$ cat config.mk
export PLATFORM = sky130hd
export DESIGN_NAME = emii_port
export DESIGN_NICKNAME = d
export VERILOG_FILES = /design/src/emii_pkg.sv /design/src/emii_port.sv
export SDC_FILE = /design/constraint.sdc
export NUM_CORES = 1
export LEC_CHECK = 0
export ABC_AREA = 1
export BUFFER_PORTS_ARGS = -buffer_cell sky130_fd_sc_hd__clkbuf_2
export CAP_MARGIN = 10
export CORE_ASPECT_RATIO = 1.1
export CORE_MARGIN = 2
export CORE_UTILIZATION = 56
export CTS_CLUSTER_SIZE = 16
export DETAILED_ROUTE_END_ITERATION = 7
export GPL_TIMING_DRIVEN = 1
export PLACE_DENSITY = 0.88
export SYNTH_ARGS = -nofsm -noshare
export SYNTH_HDL_FRONTEND = slang
export SYNTH_SLANG_ARGS = --single-unit
$ cat constraint.sdc
create_clock -name CLK -period 1.4 [get_ports CLK]
set_input_delay 0.14 -clock CLK [delete_from_list [all_inputs] [get_ports CLK]]
set_output_delay 0.14 -clock CLK [all_outputs]
set_load 0.02 [all_outputs]
$ cat src/emii_pkg.sv
// Package for the external MII port: constants and carrier types
package emii_pkg;
	// Nibble width of the media independent interface
	localparam int EMII_NIB_W = 4;
	// Reset values of the pin outputs
	localparam logic [3:0] EMII_TXD_RST = 4'h0;
	localparam logic EMII_TXEN_RST = 1'b0;
	localparam logic EMII_MDC_RST = 1'b0;
	// Strap is caught on the cycle after the count reaches this value from reset release (after sync)
	localparam logic [1:0] EMII_STRAP_DLY = 2'h3;

	// Transmit nibble plus enable, from MAC or toward pins
	typedef struct packed {
		logic en;
		logic [3:0] d;
	} emii_tx_t;

	// Receive group from the PHY
	typedef struct packed {
		logic dv;
		logic er;
		logic col;
		logic crs;
		logic [3:0] d;
	} emii_rx_t;
endpackage

$ cat src/emii_port.sv
// External MII port: transmit launch, receive capture, management pin steering
`timescale 1ns/1ps
module emii_port
	import emii_pkg::*;
(
	input wire logic CLK,
	input wire logic SRST,
	input wire logic CE,
	input wire logic EXT_PHY_SEL,
	input wire logic MGMT_PORT_SELECT,
	input wire emii_tx_t MAC_TX,
	output logic MAC_TX_TAKE,
	output emii_rx_t MAC_RX,
	output logic MAC_RX_STB,
	input wire logic MAC_MDC,
	input wire logic MAC_MDIO_O,
	input wire logic MAC_MDIO_OE,
	output logic MAC_MDIO_I,
	output logic EXTERNAL_PHY_STRAP,
	input wire logic TX_CLK_PIN,
	output logic [3:0] TXD_PIN,
	output logic TX_EN_PIN,
	input wire logic RX_CLK_PIN,
	input wire emii_rx_t RX_PIN,
	output logic MDC_PIN,
	input wire logic MDIO_I_PIN,
	output logic MDIO_O_PIN,
	output logic MDIO_OE_PIN
);
	////////////////////////////////////////////////////////////////////////////
	// Two-flop synchronisers for every pin input; stage one feeds only stage two
	logic txc_s1_q, txc_s2_q, txc_s3_q;
	logic rxc_s1_q, rxc_s2_q, rxc_s3_q;
	emii_rx_t rx_s1_q, rx_s2_q;
	logic mdio_s1_q, mdio_s2_q;
	always_ff @(posedge CLK) begin
		if (SRST) begin
			txc_s1_q <= 1'b0;
			txc_s2_q <= 1'b0;
			txc_s3_q <= 1'b0;
			rxc_s1_q <= 1'b0;
			rxc_s2_q <= 1'b0;
			rxc_s3_q <= 1'b0;
			rx_s1_q <= '0;
			rx_s2_q <= '0;
			mdio_s1_q <= 1'b0;
			mdio_s2_q <= 1'b0;
		end else if (CE) begin
			txc_s1_q <= TX_CLK_PIN;
			txc_s2_q <= txc_s1_q;
			txc_s3_q <= txc_s2_q;
			rxc_s1_q <= RX_CLK_PIN;
			rxc_s2_q <= rxc_s1_q;
			rxc_s3_q <= rxc_s2_q;
			rx_s1_q <= RX_PIN;
			rx_s2_q <= rx_s1_q;
			mdio_s1_q <= MDIO_I_PIN;
			mdio_s2_q <= mdio_s1_q;
		end
	end

	// Limitation: a link clock must stay well below a third of CLK, or rises are lost
	// Data and clocks pass the same flops, so each nibble lines up with its own edge
	// Edge detection on synchronised link clocks; data group lags by the same two flops
	logic tx_rise, rx_rise;
	assign tx_rise = txc_s2_q & ~txc_s3_q;
	assign rx_rise = rxc_s2_q & ~rxc_s3_q;

	////////////////////////////////////////////////////////////////////////////
	// Transmit launch: PHY samples on its rising edge, so we update right after it
	always_ff @(posedge CLK) begin
		if (SRST) begin
			TXD_PIN <= EMII_TXD_RST;
			TX_EN_PIN <= EMII_TXEN_RST;
			MAC_TX_TAKE <= 1'b0;
		end else if (CE) begin
			MAC_TX_TAKE <= 1'b0;
			if (!EXT_PHY_SEL) begin
				TXD_PIN <= EMII_TXD_RST;
				TX_EN_PIN <= 1'b0;
			end else if (tx_rise) begin
				TXD_PIN <= MAC_TX.en ? MAC_TX.d : EMII_TXD_RST;
				TX_EN_PIN <= MAC_TX.en;
				MAC_TX_TAKE <= MAC_TX.en;
			end
		end
	end

	////////////////////////////////////////////////////////////////////////////
	// Receive capture on RX clock rising edge, col and crs followed every cycle between edges; idle when internal PHY in use
	always_ff @(posedge CLK) begin
		if (SRST) begin
			MAC_RX <= '0;
			MAC_RX_STB <= 1'b0;
		end else if (CE) begin
			MAC_RX_STB <= 1'b0;
			if (!EXT_PHY_SEL) begin
				MAC_RX <= '0;
			end else if (rx_rise) begin
				MAC_RX <= rx_s2_q;
				MAC_RX_STB <= rx_s2_q.dv;
			end else begin
				MAC_RX.col <= rx_s2_q.col;
				MAC_RX.crs <= rx_s2_q.crs;
			end
		end
	end

	////////////////////////////////////////////////////////////////////////////
	// Management pins: MAC drives only when the external port is selected
	// The returned bit is gated so a floating pin cannot reach the MAC when deselected
	always_ff @(posedge CLK) begin
		if (SRST) begin
			MDC_PIN <= EMII_MDC_RST;
			MDIO_O_PIN <= 1'b0;
			MDIO_OE_PIN <= 1'b0;
			MAC_MDIO_I <= 1'b0;
		end else if (CE) begin
			MDC_PIN <= MGMT_PORT_SELECT ? MAC_MDC : 1'b0;
			MDIO_O_PIN <= MGMT_PORT_SELECT & MAC_MDIO_O;
			MDIO_OE_PIN <= MGMT_PORT_SELECT & MAC_MDIO_OE;
			MAC_MDIO_I <= MGMT_PORT_SELECT & mdio_s2_q;
		end
	end

	////////////////////////////////////////////////////////////////////////////
	// Strap capture: sampled once after reset release; MDIO output enable is not held off until then
	// Waiting a few cycles lets the synchroniser flush its reset zeros first
	logic [1:0] strap_cnt_q;
	logic strap_done_q;
	always_ff @(posedge CLK) begin
		if (SRST) begin
			strap_cnt_q <= 2'h0;
			strap_done_q <= 1'b0;
			EXTERNAL_PHY_STRAP <= 1'b0;
		end else if (CE && !strap_done_q) begin
			if (strap_cnt_q == EMII_STRAP_DLY) begin
				EXTERNAL_PHY_STRAP <= mdio_s2_q;
				strap_done_q <= 1'b1;
			end else begin
				strap_cnt_q <= strap_cnt_q + 2'h1;
			end
		end
	end

	////////////////////////////////////////////////////////////////////////////
	// Assertions
	a_txd_internal: assert property (@(posedge CLK) disable iff (SRST)
		CE && !EXT_PHY_SEL |=> TXD_PIN == 4'h0)
		else $error("TXD not low with internal PHY");
	a_txen_internal: assert property (@(posedge CLK) disable iff (SRST)
		CE && !EXT_PHY_SEL |=> !TX_EN_PIN)
		else $error("TX enable not low with internal PHY");
	a_txen_valid: assert property (@(posedge CLK) disable iff (SRST)
		!TX_EN_PIN |-> TXD_PIN == 4'h0)
		else $error("TXD active without TX enable");
	a_tx_on_edge: assert property (@(posedge CLK) disable iff (SRST)
		CE && EXT_PHY_SEL && tx_rise |=> TX_EN_PIN == $past(MAC_TX.en))
		else $error("TX enable not launched on TX clock edge");
	a_tx_hold: assert property (@(posedge CLK) disable iff (SRST)
		CE && EXT_PHY_SEL && $past(EXT_PHY_SEL) && !tx_rise |=> $stable(TXD_PIN))
		else $error("TXD changed between TX clock edges");
	a_rx_capture: assert property (@(posedge CLK) disable iff (SRST)
		CE && EXT_PHY_SEL && rx_rise |=> MAC_RX_STB == $past(rx_s2_q.dv))
		else $error("Receive strobe does not follow valid");
	a_rx_err: assert property (@(posedge CLK) disable iff (SRST)
		CE && EXT_PHY_SEL && rx_rise |=> MAC_RX.er == $past(rx_s2_q.er))
		else $error("Receive error not captured");
	a_mdc_low: assert property (@(posedge CLK) disable iff (SRST)
		CE && !MGMT_PORT_SELECT |=> !MDC_PIN)
		else $error("MDC not low when port deselected");
	a_mdio_tri: assert property (@(posedge CLK) disable iff (SRST)
		CE && !MGMT_PORT_SELECT |=> !MDIO_OE_PIN)
		else $error("MDIO driven when port deselected");
	a_mdio_drive: assert property (@(posedge CLK) disable iff (SRST)
		CE && MGMT_PORT_SELECT && MAC_MDIO_OE |=> MDIO_OE_PIN && MDIO_O_PIN == $past(MAC_MDIO_O))
		else $error("MDIO not driven from MAC");
	a_strap_once: assert property (@(posedge CLK) disable iff (SRST)
		strap_done_q && $past(strap_done_q) |-> $stable(EXTERNAL_PHY_STRAP))
		else $error("Strap changed after capture");
	// Routing, freeze and strap capture checks
	a_take_internal: assert property (@(posedge CLK) disable iff (SRST)
		CE && !EXT_PHY_SEL |=> !MAC_TX_TAKE)
		else $error("Nibble taken with internal PHY");
	a_rx_internal: assert property (@(posedge CLK) disable iff (SRST)
		CE && !EXT_PHY_SEL |=> MAC_RX == '0 && !MAC_RX_STB)
		else $error("Receive group not idle with internal PHY");
	a_rx_quiet: assert property (@(posedge CLK) disable iff (SRST)
		CE && !rx_s2_q.dv |=> !MAC_RX_STB)
		else $error("Receive strobe without valid");
	a_mdc_follow: assert property (@(posedge CLK) disable iff (SRST)
		CE && MGMT_PORT_SELECT |=> MDC_PIN == $past(MAC_MDC))
		else $error("MDC does not follow the MAC clock");
	a_strap_take: assert property (@(posedge CLK) disable iff (SRST)
		CE && !strap_done_q && strap_cnt_q == EMII_STRAP_DLY
		|=> EXTERNAL_PHY_STRAP == $past(mdio_s2_q))
		else $error("Strap not taken from the synchronised pin");
	a_ce_freeze: assert property (@(posedge CLK) disable iff (SRST)
		!CE |=> $stable(TXD_PIN) && $stable(TX_EN_PIN) && $stable(MAC_RX) && $stable(MDC_PIN))
		else $error("State moved while clock enable low");

	c_tx_nibble: cover property (@(posedge CLK) disable iff (SRST) TX_EN_PIN && TXD_PIN != 4'h0);
	c_rx_frame: cover property (@(posedge CLK) disable iff (SRST) MAC_RX_STB ##[1:60] MAC_RX_STB);
	c_rx_err: cover property (@(posedge CLK) disable iff (SRST) MAC_RX_STB && MAC_RX.er);
	c_mdio: cover property (@(posedge CLK) disable iff (SRST) MDIO_OE_PIN && MDC_PIN);
	c_strap: cover property (@(posedge CLK) disable iff (SRST) $rose(strap_done_q));
endmodule

# After elaboration in Yosys (flattened, before gate mapping)
# Index checks and enable logic that the tools add are counted.
[totals]
reg_bits = 47
out_inout_bits = 20
[op_classes]
addsub = 1
n_eq_ne = 3
muxes = 13
bitwise = 8
n_reduce_logical = 6
[op_table]
columns = ["op", "n"]
rows = [
  ["2-to-1 mux 4 bit", 4],
  ["2-to-1 mux 8 bit", 1],
  ["AND reduction 2 bit", 4],
  ["2-to-1 mux 1 bit", 7],
  ["AND 1 bit", 5],
  ["inequality test 2 x 1 -> 1 bit, second input constant", 2],
  ["inverter 1 bit", 3],
  ["adder 2 x 1 -> 2 bit, second input constant", 1],
  ["== test 2 bit, second input constant", 1],
  ["2-to-1 mux 2 bit", 1],
  ["logical AND 1 bit", 1],
  ["logical NOT 1 bit", 1],
]

# Depth between registers and ports, before layout
# Gate-level depths: netlist of the first run.
[logic_depth]
word_depth = 4
mapped_depth = 6

# Worst setup path after synthesis of the first run
# OpenSTA, ideal clock, no wires.
[synth_timing]
path_type = "reg2reg"
from = "register strap_cnt_q[0]"
to = "register strap_cnt_q[0]"
setup_ps = 119
t_arrival_ps = 810
required_time_ps = 1281
path_slack_ps = 471
stages_incl_launch_ff = 5
n_path_buf = 0
period_less_slack_ps = 929
path_cell_list = "dfxtp_1 ha_1 nand3b_1 nand2_1 a21oi_1"
[synth_between]
elab_chain_len = 3
[synth_lines]
columns = ["item", "line", "text"]
rows = [
  ["from (decl)", "emii_port.sv:129", "logic [1:0] strap_cnt_q;"],
  ["from (signal assigned)", "emii_port.sv:141", "strap_cnt_q <= strap_cnt_q + 2'h1;"],
  ["== test 2 bit", "emii_port.sv:137", "if (strap_cnt_q == EMII_STRAP_DLY) begin"],
  ["inverter 1 bit (no source line)", "--", ""],
  ["AND reduction 2 bit (no source line)", "--", ""],
]
# Parallel ways exist; a longest one is shown, timed or not.
# A chain may end at the register's enable or synchronous reset.

# Worst setup path after layout of the first run
# Same ends and word-level chain as after synthesis.

==> results of run 1 <==
[Yosys cell counts]
cell,n
a21oi_1,25
buf_2,7
buf_4,1
buf_6,2
buf_8,1
clkbuf_1,1
clkbuf_2,1
dfxtp_1,47
ha_1,1
inv_1,11
inv_2,2
nand2_1,22
nand2_2,1
nand2_4,1
nand3_1,18
nand3_2,1
nand3b_1,5
nand4_1,1
nor2_1,55
nor2_4,1
nor3_2,1
o21ai_0,24
[stage by stage]
| step | hold slack (ns) | worst slack, ns |
|---|---|---|
| final | 0.00417 | 0.352 |
| after global routing | 0.00296 | 0.284 |
| after CTS | 0.000586 | 0.352 |
| after detailed placement | 0.378 | 0.311 |
| after global placement | 0.363 | 0.368 |
| after floorplan | 0.275 | 0.471 |
[worst max-delay path by stage]
stage	endpoint	slack [ns]	cells after the start
2_1_floorplan	strap_cnt_q[0]	0.47	4
3_3_place_gp	strap_cnt_q[1]	0.37	6
3_5_place_dp	strap_cnt_q[0]	0.31	6
4_1_cts	MAC_RX[2]	0.35	1
5_1_grt	strap_cnt_q[1]	0.28	4
6_report	strap_cnt_q[0]	0.35	4
[cell families (layout without fill, tap and decap cells)]
logic type      after synthesis  after routing  share of synthesized area, %
compound gates               49             49                          13.6
simple gates                106            106                          26.1
flops                        47             47                          52.0
buf+inv                      26             74                          7.61
fa+ha+maj                     1              1                         0.692
[sequential cells by signal (all words and copies together) (netlist names), 2 cells and up]
register,flops
strap_cnt_q,2
MAC_RX,8
rx_s2_q,8
TXD_PIN,4
rx_s1_q,8
[cell type report]
type | instances | area share [%]
clock buffer | 8 | 3.23
inverter | 13 | 2.29
multi-input combinational | 156 | 34.2
sequential | 47 | 44.2
tap | 34 | 2.00
timing repair buffer | 53 | 14.1
[routing by layer]
layer | up-vias | part of all wire, % | track usage (%)
li1 | 842 | - | -
met1 | 735 | 45 | 29.2
met2 | 50 | 48 | 34.1
met3 | 5 | 5.9 | 6.78
met4 | 0 | 1.5 | 9.01
met5 | - | 0 | 0
[power groups by stage]
stage | clock network [mW] | registers [mW] | logic (mW)
CTS | 0.707 | 1.44 | 0.277
global placement | 0 | 1.47 | 0.267
floorplan | 0 | 1.49 | 0.174
global route | 0.777 | 1.45 | 0.321
detailed placement | 0 | 1.47 | 0.276
finish | 0.693 | 1.44 | 0.284
[critical path, cell delays in order, from the launching register on]
cell and delay (ns):
dfxtp_1 0.35, ha_1 0.25, nor3_2 0.19, nand2_1 0.08, a21oi_1 0.12
==> qor_table.md, run 1 <==
| Step | Metric | Value |
|:---|:---|:---|
| drt | Routed length per placed instance | 12.1 um |
| grt | Total routing resource utilization after global routing | 22.3% |
| clock network | Number of hold buffers added after cts | 0 |
| clock network | Post-CTS setup buffers | 0 |
| clock network | Root buf cell | clkbuf_4 |
| yosys | Share of the yosys chip area belonging to registers | 52.0% |
| yosys | Post-Syn Nets | 254 |
| clock network | Maximum level of the CTS H-tree | 2 |
| drt | 1st-pass router iterations | 4 |
| yosys | Mapped Area | 1810 um2 |
| placed design | Placed Instance Area | 2020 um2 |
| power and ir drop | Sequential group share of total power | 59.6% |
| job | Total of max-cap violations | 0 |
| cells and area | Synthesis-to-layout area growth | 17.9% |
| placed design | Count of buffers inserted at the top-level ports | 43 |
| clock network | Clock-pin slew on the worst setup and hold paths | 0.12 ns |
| setup path | Launching element type of the critical path | register |
| floorplanning | Die area | 3700 um2 |
| yosys | Post-synthesis register bit count | 47 |
| floorplanning | Core box area | 3070 um2 |
| setup path | Worst reg2reg startpoint | strap_cnt_q[0] |
| cells and area | Register area | 941 um2 |
| yosys | Number of warning messages in the yosys log | 0 |
| cells and area | Filler cell count in the final layout | 262 |
| drt | Total detailed-routing wirelength | 3760 um |
| clock network | Cts repair resizes | 0 |
| power and ir drop | Relative contribution of combinational cells to total power | 11.7% |
| cells and area | Cell Count, Final, Fillers Out | 311 |
| drt | Count of nets left with antenna violations after detail routing | 0 |
| drt | Count of unresolved DRC violations after routing | 0 |
| placed design | GP Congestion | 0.807 |
| cells and area | Area of the multi-input gates | 729 um2 |
| cells and area | Number of diodes added for antenna fixing | 0 |
| setup path | Biggest fanout along the worst timing path | 4 |
| yosys | Post-synth top area cell | dfxtp_1 |
| clock network | Clock tree from TritonCTS | built |
| power and ir drop | Worst voltage drop across the vdd grid | 0.968 mV |
| sta | Hold Vio Cnt, Final | 0 |
| sta | Remaining max-slew budget at the tightest pin | 83.2% |
| power and ir drop | Internal power consumption | 1.81 mW |
| power and ir drop | Net switching power of the design | 607 uW |
| power and ir drop | Total design power | 2.42 mW |
| setup path | Crit end category | register |
| grt | Antenna violations before repair | 0 |
| grt | Vias in the first global route | 1458 |
| sta | Min Clock Period, post-route | 1.05 ns |
| floorplanning | Rows | 21 |
| placed design | Dpl hpwl | 2600 um |
| sta | Least-Margin Pin Slew | 0.252 ns |
| setup path | Crit path kind | register to register |
| placed design | Inst Count DP | 299 |
| worst hold path | WHS Path Cells | 3 |
| setup path | Arr. time, crit path | 1.35 ns |
| setup path | Worst endpoint required time | 1.70 ns |
| yosys | Top cells by area in the synthesized netlist | dfxtp_1, nor2_1, a21oi_1, o21ai_0, nand3_1 |
| setup path | End of the worst register-to-register path | strap_cnt_q[0] |
| sta | RSZ-0062 raised after global routing | no |
| worst hold path | Path type of the worst min-delay path | primary input to register |
| cells and area | Final standard cell area without fillers | 2130 um2 |
| floorplanning | Floorplan die height | 63.6 um |
| yosys | Number of instances in the synthesized netlist | 229 |
| yosys | Synthesized area divided by synthesized cell count | 7.90 um2 |
| drt | DR iter-0 viols | 57 |
| cells and area | Highest-count cells in the layout ignoring fill and taps | nor2_1, dfxtp_1, clkbuf_2, a21oi_1, o21ai_0 |
| drt | Vias post-DR | 1632 |
| sta | Summed negative setup slack over all endpoints | 0 ns |
| grt | First-pass GRT wire length | 6340 um |
| drt | Number of vias per cell | 5.25 |
| power and ir drop | Clk pwr share | 28.6% |
| setup path | FF-to-FF setup slack | 0.35 ns |
| sta | Number of pins with negative max-slew slack in the final report | 0 |
| cells and area | Core Util, Final | 69.3% |
| run status | Status | completed |
| sta | Setup violations, final | 0 |
| sta | Portion of the clock cycle consumed by the worst path in the final layout | 74.9% |
| power and ir drop | Total power divided by cell area | 1140 nW/um2 |
| yosys | Number of distinct library cells after synthesis | 22 |
| clock network | Total clock buffers created by CTS | 5 |
| clock network | Maximum number of buffers from clock root to sink | 2 |
| power and ir drop | Reported leakage power | 0.980 nW |
| floorplanning | Top Ports | 44 |
| sta | Highest clock frequency the design can meet | 0.954 GHz |
| worst hold path | Critical hold path startpoint | RX_PIN[5] |
| cells and area | Share of final-layout standard cells stronger than drive strength 1 | 22.7% |
| floorplanning | Die X-Extent | 58.2 um |
| sta | Worst Skew | 0.00208 ns |
| grt | Gr ovfl total | 0 |
| worst hold path | Worst min-delay path endpoint | rx_s1_q[5] |
| clock network | Worst skew pair latency | 0.35 ns |
| setup path | Worst setup path startpoint | strap_cnt_q[0] |
| yosys | Share of the synthesized area in the top cell type | 52.0% |
| floorplanning | Starting density of the core | 58.8% |
| clock network | Num Clock Sinks | 47 |
| cells and area | Most common cell after layout, fill and taps aside | nor2_1 |
| power and ir drop | Switching portion of total power | 25.1% |
| grt | Maximum number of pins on one net before global-route repair | 29 |
| cells and area | Layout Nets | 301 |
| setup path | Cell depth of the worst flop-to-flop path | 4 |
No activity file was read; power rests on OpenSTA's default activity.
==> run 2: changes to the inputs <==
- CORE_UTILIZATION: 56 -> 52
- PLACE_DENSITY: 0.88 -> 0.83
- clock period: 1.4 -> 1 ns (I/O delays scaled with it)
==> run 2 against run 1 <==
Effect of this change: count of clock-buffer cells in the layout fell by 2; via count rose by 2.4%; wire length rose by 3.2%; combinational power rose by 67%; power rose by 36%.
==> qor_table.md, run 2 (same netlist as run 1, synthesis figures left out) <==
| Step | Metric | Value | Change |
|:---|:---|:---|:---|
| drt | Routed length per placed instance | 11.5 um | -4.7% |
| grt | Maximum number of pins on one net before global-route repair | 29 | unchanged |
| setup path | FF-to-FF setup slack | 0.03 ns | -0.32 ns |
| job | Total of max-cap violations | 0 | unchanged |
| sta | Worst Skew | 0.0108 ns | +0.00869 ns |
| cells and area | Cell Count, Final, Fillers Out | 337 | +8.4% |
| grt | Antenna violations before repair | 0 | unchanged |
| grt | Total routing resource utilization after global routing | 20.1% | -2.2 points |
| setup path | Worst endpoint required time | 1.25 ns | -0.45 ns |
| floorplanning | Rows | 22 | +4.8% |
| clock network | Total clock buffers created by CTS | 5 | unchanged |
| setup path | Biggest cell delay along the critical path | 0.36 ns | about the same |
| cells and area | Synthesis-to-layout area growth | 29.8% |  |
| drt | Count of nets left with antenna violations after detail routing | 0 | unchanged |
| drt | Vias post-DR | 1671 | +2.4% |
| drt | Count of unresolved DRC violations after routing | 0 | unchanged |
| cells and area | Registers with the most flip-flops | MAC_RX (8), rx_s1_q (8), rx_s2_q (8) |  |
| cells and area | Filler cell count in the final layout | 274 | +4.6% |
| placed design | Placed Instance Area | 2080 um2 | +2.8% |
| clock network | Root buf cell | clkbuf_4 |  |
| worst hold path | Path type of the worst min-delay path | primary input to register |  |
| setup path | Cell depth of the worst flop-to-flop path | 4 | unchanged |
| sta | Setup violations, final | 0 | unchanged |
| floorplanning | Die X-Extent | 60.2 um | +3.5% |
| cells and area | Number of diodes added for antenna fixing | 0 | unchanged |
| grt | Vias in the first global route | 1415 | -2.9% |
| drt | DR iter-0 viols | 65 | +14% |
| run status | Status | completed |  |
| setup path | Crit path kind | register to register |  |
| drt | 1st-pass router iterations | 4 | unchanged |
| floorplanning | Top Ports | 44 | unchanged |
| sta | RSZ-0062 raised after global routing | yes |  |
| cells and area | Share of final-layout standard cells stronger than drive strength 1 | 26.3% | +3.6 points |
| worst hold path | Worst min-delay path endpoint | MDIO_OE_PIN |  |
| clock network | Clock-pin slew on the worst setup and hold paths | 0.13 ns | about the same |
| cells and area | Final standard cell area without fillers | 2350 um2 | +10% |
| cells and area | Highest-count cells in the layout ignoring fill and taps | nor2_1, dfxtp_1, clkbuf_2, a21oi_1, o21ai_0 |  |
| clock network | Maximum number of buffers from clock root to sink | 2 | unchanged |
| clock network | Clock tree from TritonCTS | built |  |
| placed design | GP Congestion | 0.723 | -10% |
| sta | WHS | 0.0257 ns | +0.0215 ns |
| sta | Remaining max-slew budget at the tightest pin | 75.0% | -8.2 points |
| setup path | Crit end category | register |  |
| setup path | Worst path buffer plus inverter count | 0 | unchanged |
| cells and area | Layout Nets | 315 | +4.7% |
| cells and area | Core Util, Final | 70.5% | +1.2 points |
| setup path | Biggest fanout along the worst timing path | 4 | unchanged |
| drt | Total detailed-routing wirelength | 3880 um | +3.2% |
| drt | Number of vias per cell | 4.96 | -5.5% |
| placed design | Inst Count DP | 315 | +5.4% |
| worst hold path | WHS Path Cells | 3 | unchanged |
| sta | Hold Vio Cnt, Final | 0 | unchanged |
| power and ir drop | Reported leakage power | 1.05 nW | +6.8% |
| clock network | Maximum level of the CTS H-tree | 2 | unchanged |
| clock network | Num Clock Sinks | 47 | unchanged |
| cells and area | Register area | 950 um2 | +0.93% |
| power and ir drop | Total power divided by cell area | 1400 nW/um2 | +23% |
| sta | Portion of the clock cycle consumed by the worst path in the final layout | 97.1% | +22 points |
| grt | Gr ovfl total | 0 | unchanged |
| floorplanning | Starting density of the core | 54.3% | -4.5 points |
| grt | First-pass GRT wire length | 6090 um | -3.9% |
| floorplanning | Die area | 3970 um2 | +7.2% |
| placed design | Dpl hpwl | 2460 um | -5.2% |
| setup path | Cell chain of the critical path | ha_4, nand3b_1, nand2_1, a21oi_2 |  |
| worst hold path | Critical hold path startpoint | MGMT_PORT_SELECT |  |
| floorplanning | Core box area | 3330 um2 | +8.3% |
| sta | Least-Margin Pin Slew | 0.375 ns | +0.123 ns |
| setup path | End of the worst register-to-register path | strap_cnt_q[1] |  |
| sta | Min Clock Period, post-route | 0.971 ns | -0.0768 ns |
| setup path | Launching element type of the critical path | register |  |
| cells and area | Area of the multi-input gates | 774 um2 | +6.2% |
| power and ir drop | Worst voltage drop across the vdd grid | 1.02 mV | +5.5% |
| setup path | Worst reg2reg startpoint | strap_cnt_q[0] |  |
| setup path | Arr. time, crit path | 1.22 ns | -0.13 ns |
| setup path | Slowest cell on the critical path | dfxtp_2 |  |
| cells and area | Most common cell after layout, fill and taps aside | nor2_1 |  |
| clock network | Worst skew pair latency | 0.35 ns | about the same |
| floorplanning | Floorplan die height | 65.8 um | +3.5% |
| placed design | Count of buffers inserted at the top-level ports | 43 | unchanged |
| sta | Highest clock frequency the design can meet | 1.03 GHz | +7.9% |
| sta | Number of pins with negative max-slew slack in the final report | 0 | unchanged |
| setup path | Top cell family by delay on the critical path | flip-flops |  |
==> run 2: cell types whose count changed in the layout (fill, tap and decap cells not counted), moves of 2 or more <==
cell           delta
buf_12            +2
buf_2             +5
buf_4            +11
clkbuf_2         -15
clkbuf_8          -2
dfxtp_1           -7
dfxtp_2           +7
dlygate4sd3_1    +10
==> run 2: timing repair <==
action                                  CTS  global route
buffers inserted                          0             1
endpoints found under the setup margin    2            25
hold endpoints to repair                 14             0
pin swaps                                 0             3
hold buffers                             14             0
cloned                                    0             1
gates resized for setup                   2            37
==> run 2: final cells by class <==
cell class              count  share of cell area [%]
well taps                  48                    2.56
inverters                  13                    2.08
flip-flops and latches     47                    40.5
clock buffers               6                    1.76
multi-input cells         157                    33.0
repair buffers             66                    20.1
==> run 2: per-stage QoR <==
stage	power, mW	TNS [ns]	worst slack [ns]
global route	3.44	-0.0478	-0.0179
detailed placement	2.46	-0.0170	-0.0123
global placement	2.45	0	0.0345
finish	3.28	0	0.0289
floorplan	2.32	0	0.0711
CTS	3.26	0	0.00227
==> run 2: report_power, final <==
| group | switching, mW | leakage (nW) | internal, mW |
|---|---|---|---|
| combinational | 0.258 | 0.634 | 0.215 |
| sequential | 0.0564 | 0.389 | 1.97 |
| clock | 0.530 | 0.0242 | 0.251 |
==> run 2: worst min-delay path: cells and delay by family <==
family,cells,cell delay (ns)
buffers and inverters,1,0.11
AND/OR/NAND/NOR,1,0.08
AO/OA/AOI/OAI,1,0.05
==> run 2: layer usage <==
layer	track usage [%]	vias to the layer above	wire length, um
met3	5.68	5	236
met2	31.7	57	1830
met1	26.3	739	1770
met5	0	-	0
met4	6.67	0	49
li1	-	870	-
==> run 2: worst max path at each step <==
| stage | cells after the start | slack, ns | end | startpoint |
|---|---|---|---|---|
| after CTS | 1 | 0.002 | MAC_RX_STB | MAC_RX_STB |
| after global placement | 4 | 0.03 | strap_cnt_q[0] | strap_cnt_q[0] |
| after detailed placement | 4 | -0.01 | strap_cnt_q[0] | strap_cnt_q[0] |
| after floorplan | 4 | 0.07 | strap_cnt_q[0] | strap_cnt_q[0] |
| after global routing | 4 | -0.02 | strap_cnt_q[1] | strap_cnt_q[0] |
| final | 4 | 0.03 | strap_cnt_q[1] | strap_cnt_q[0] |
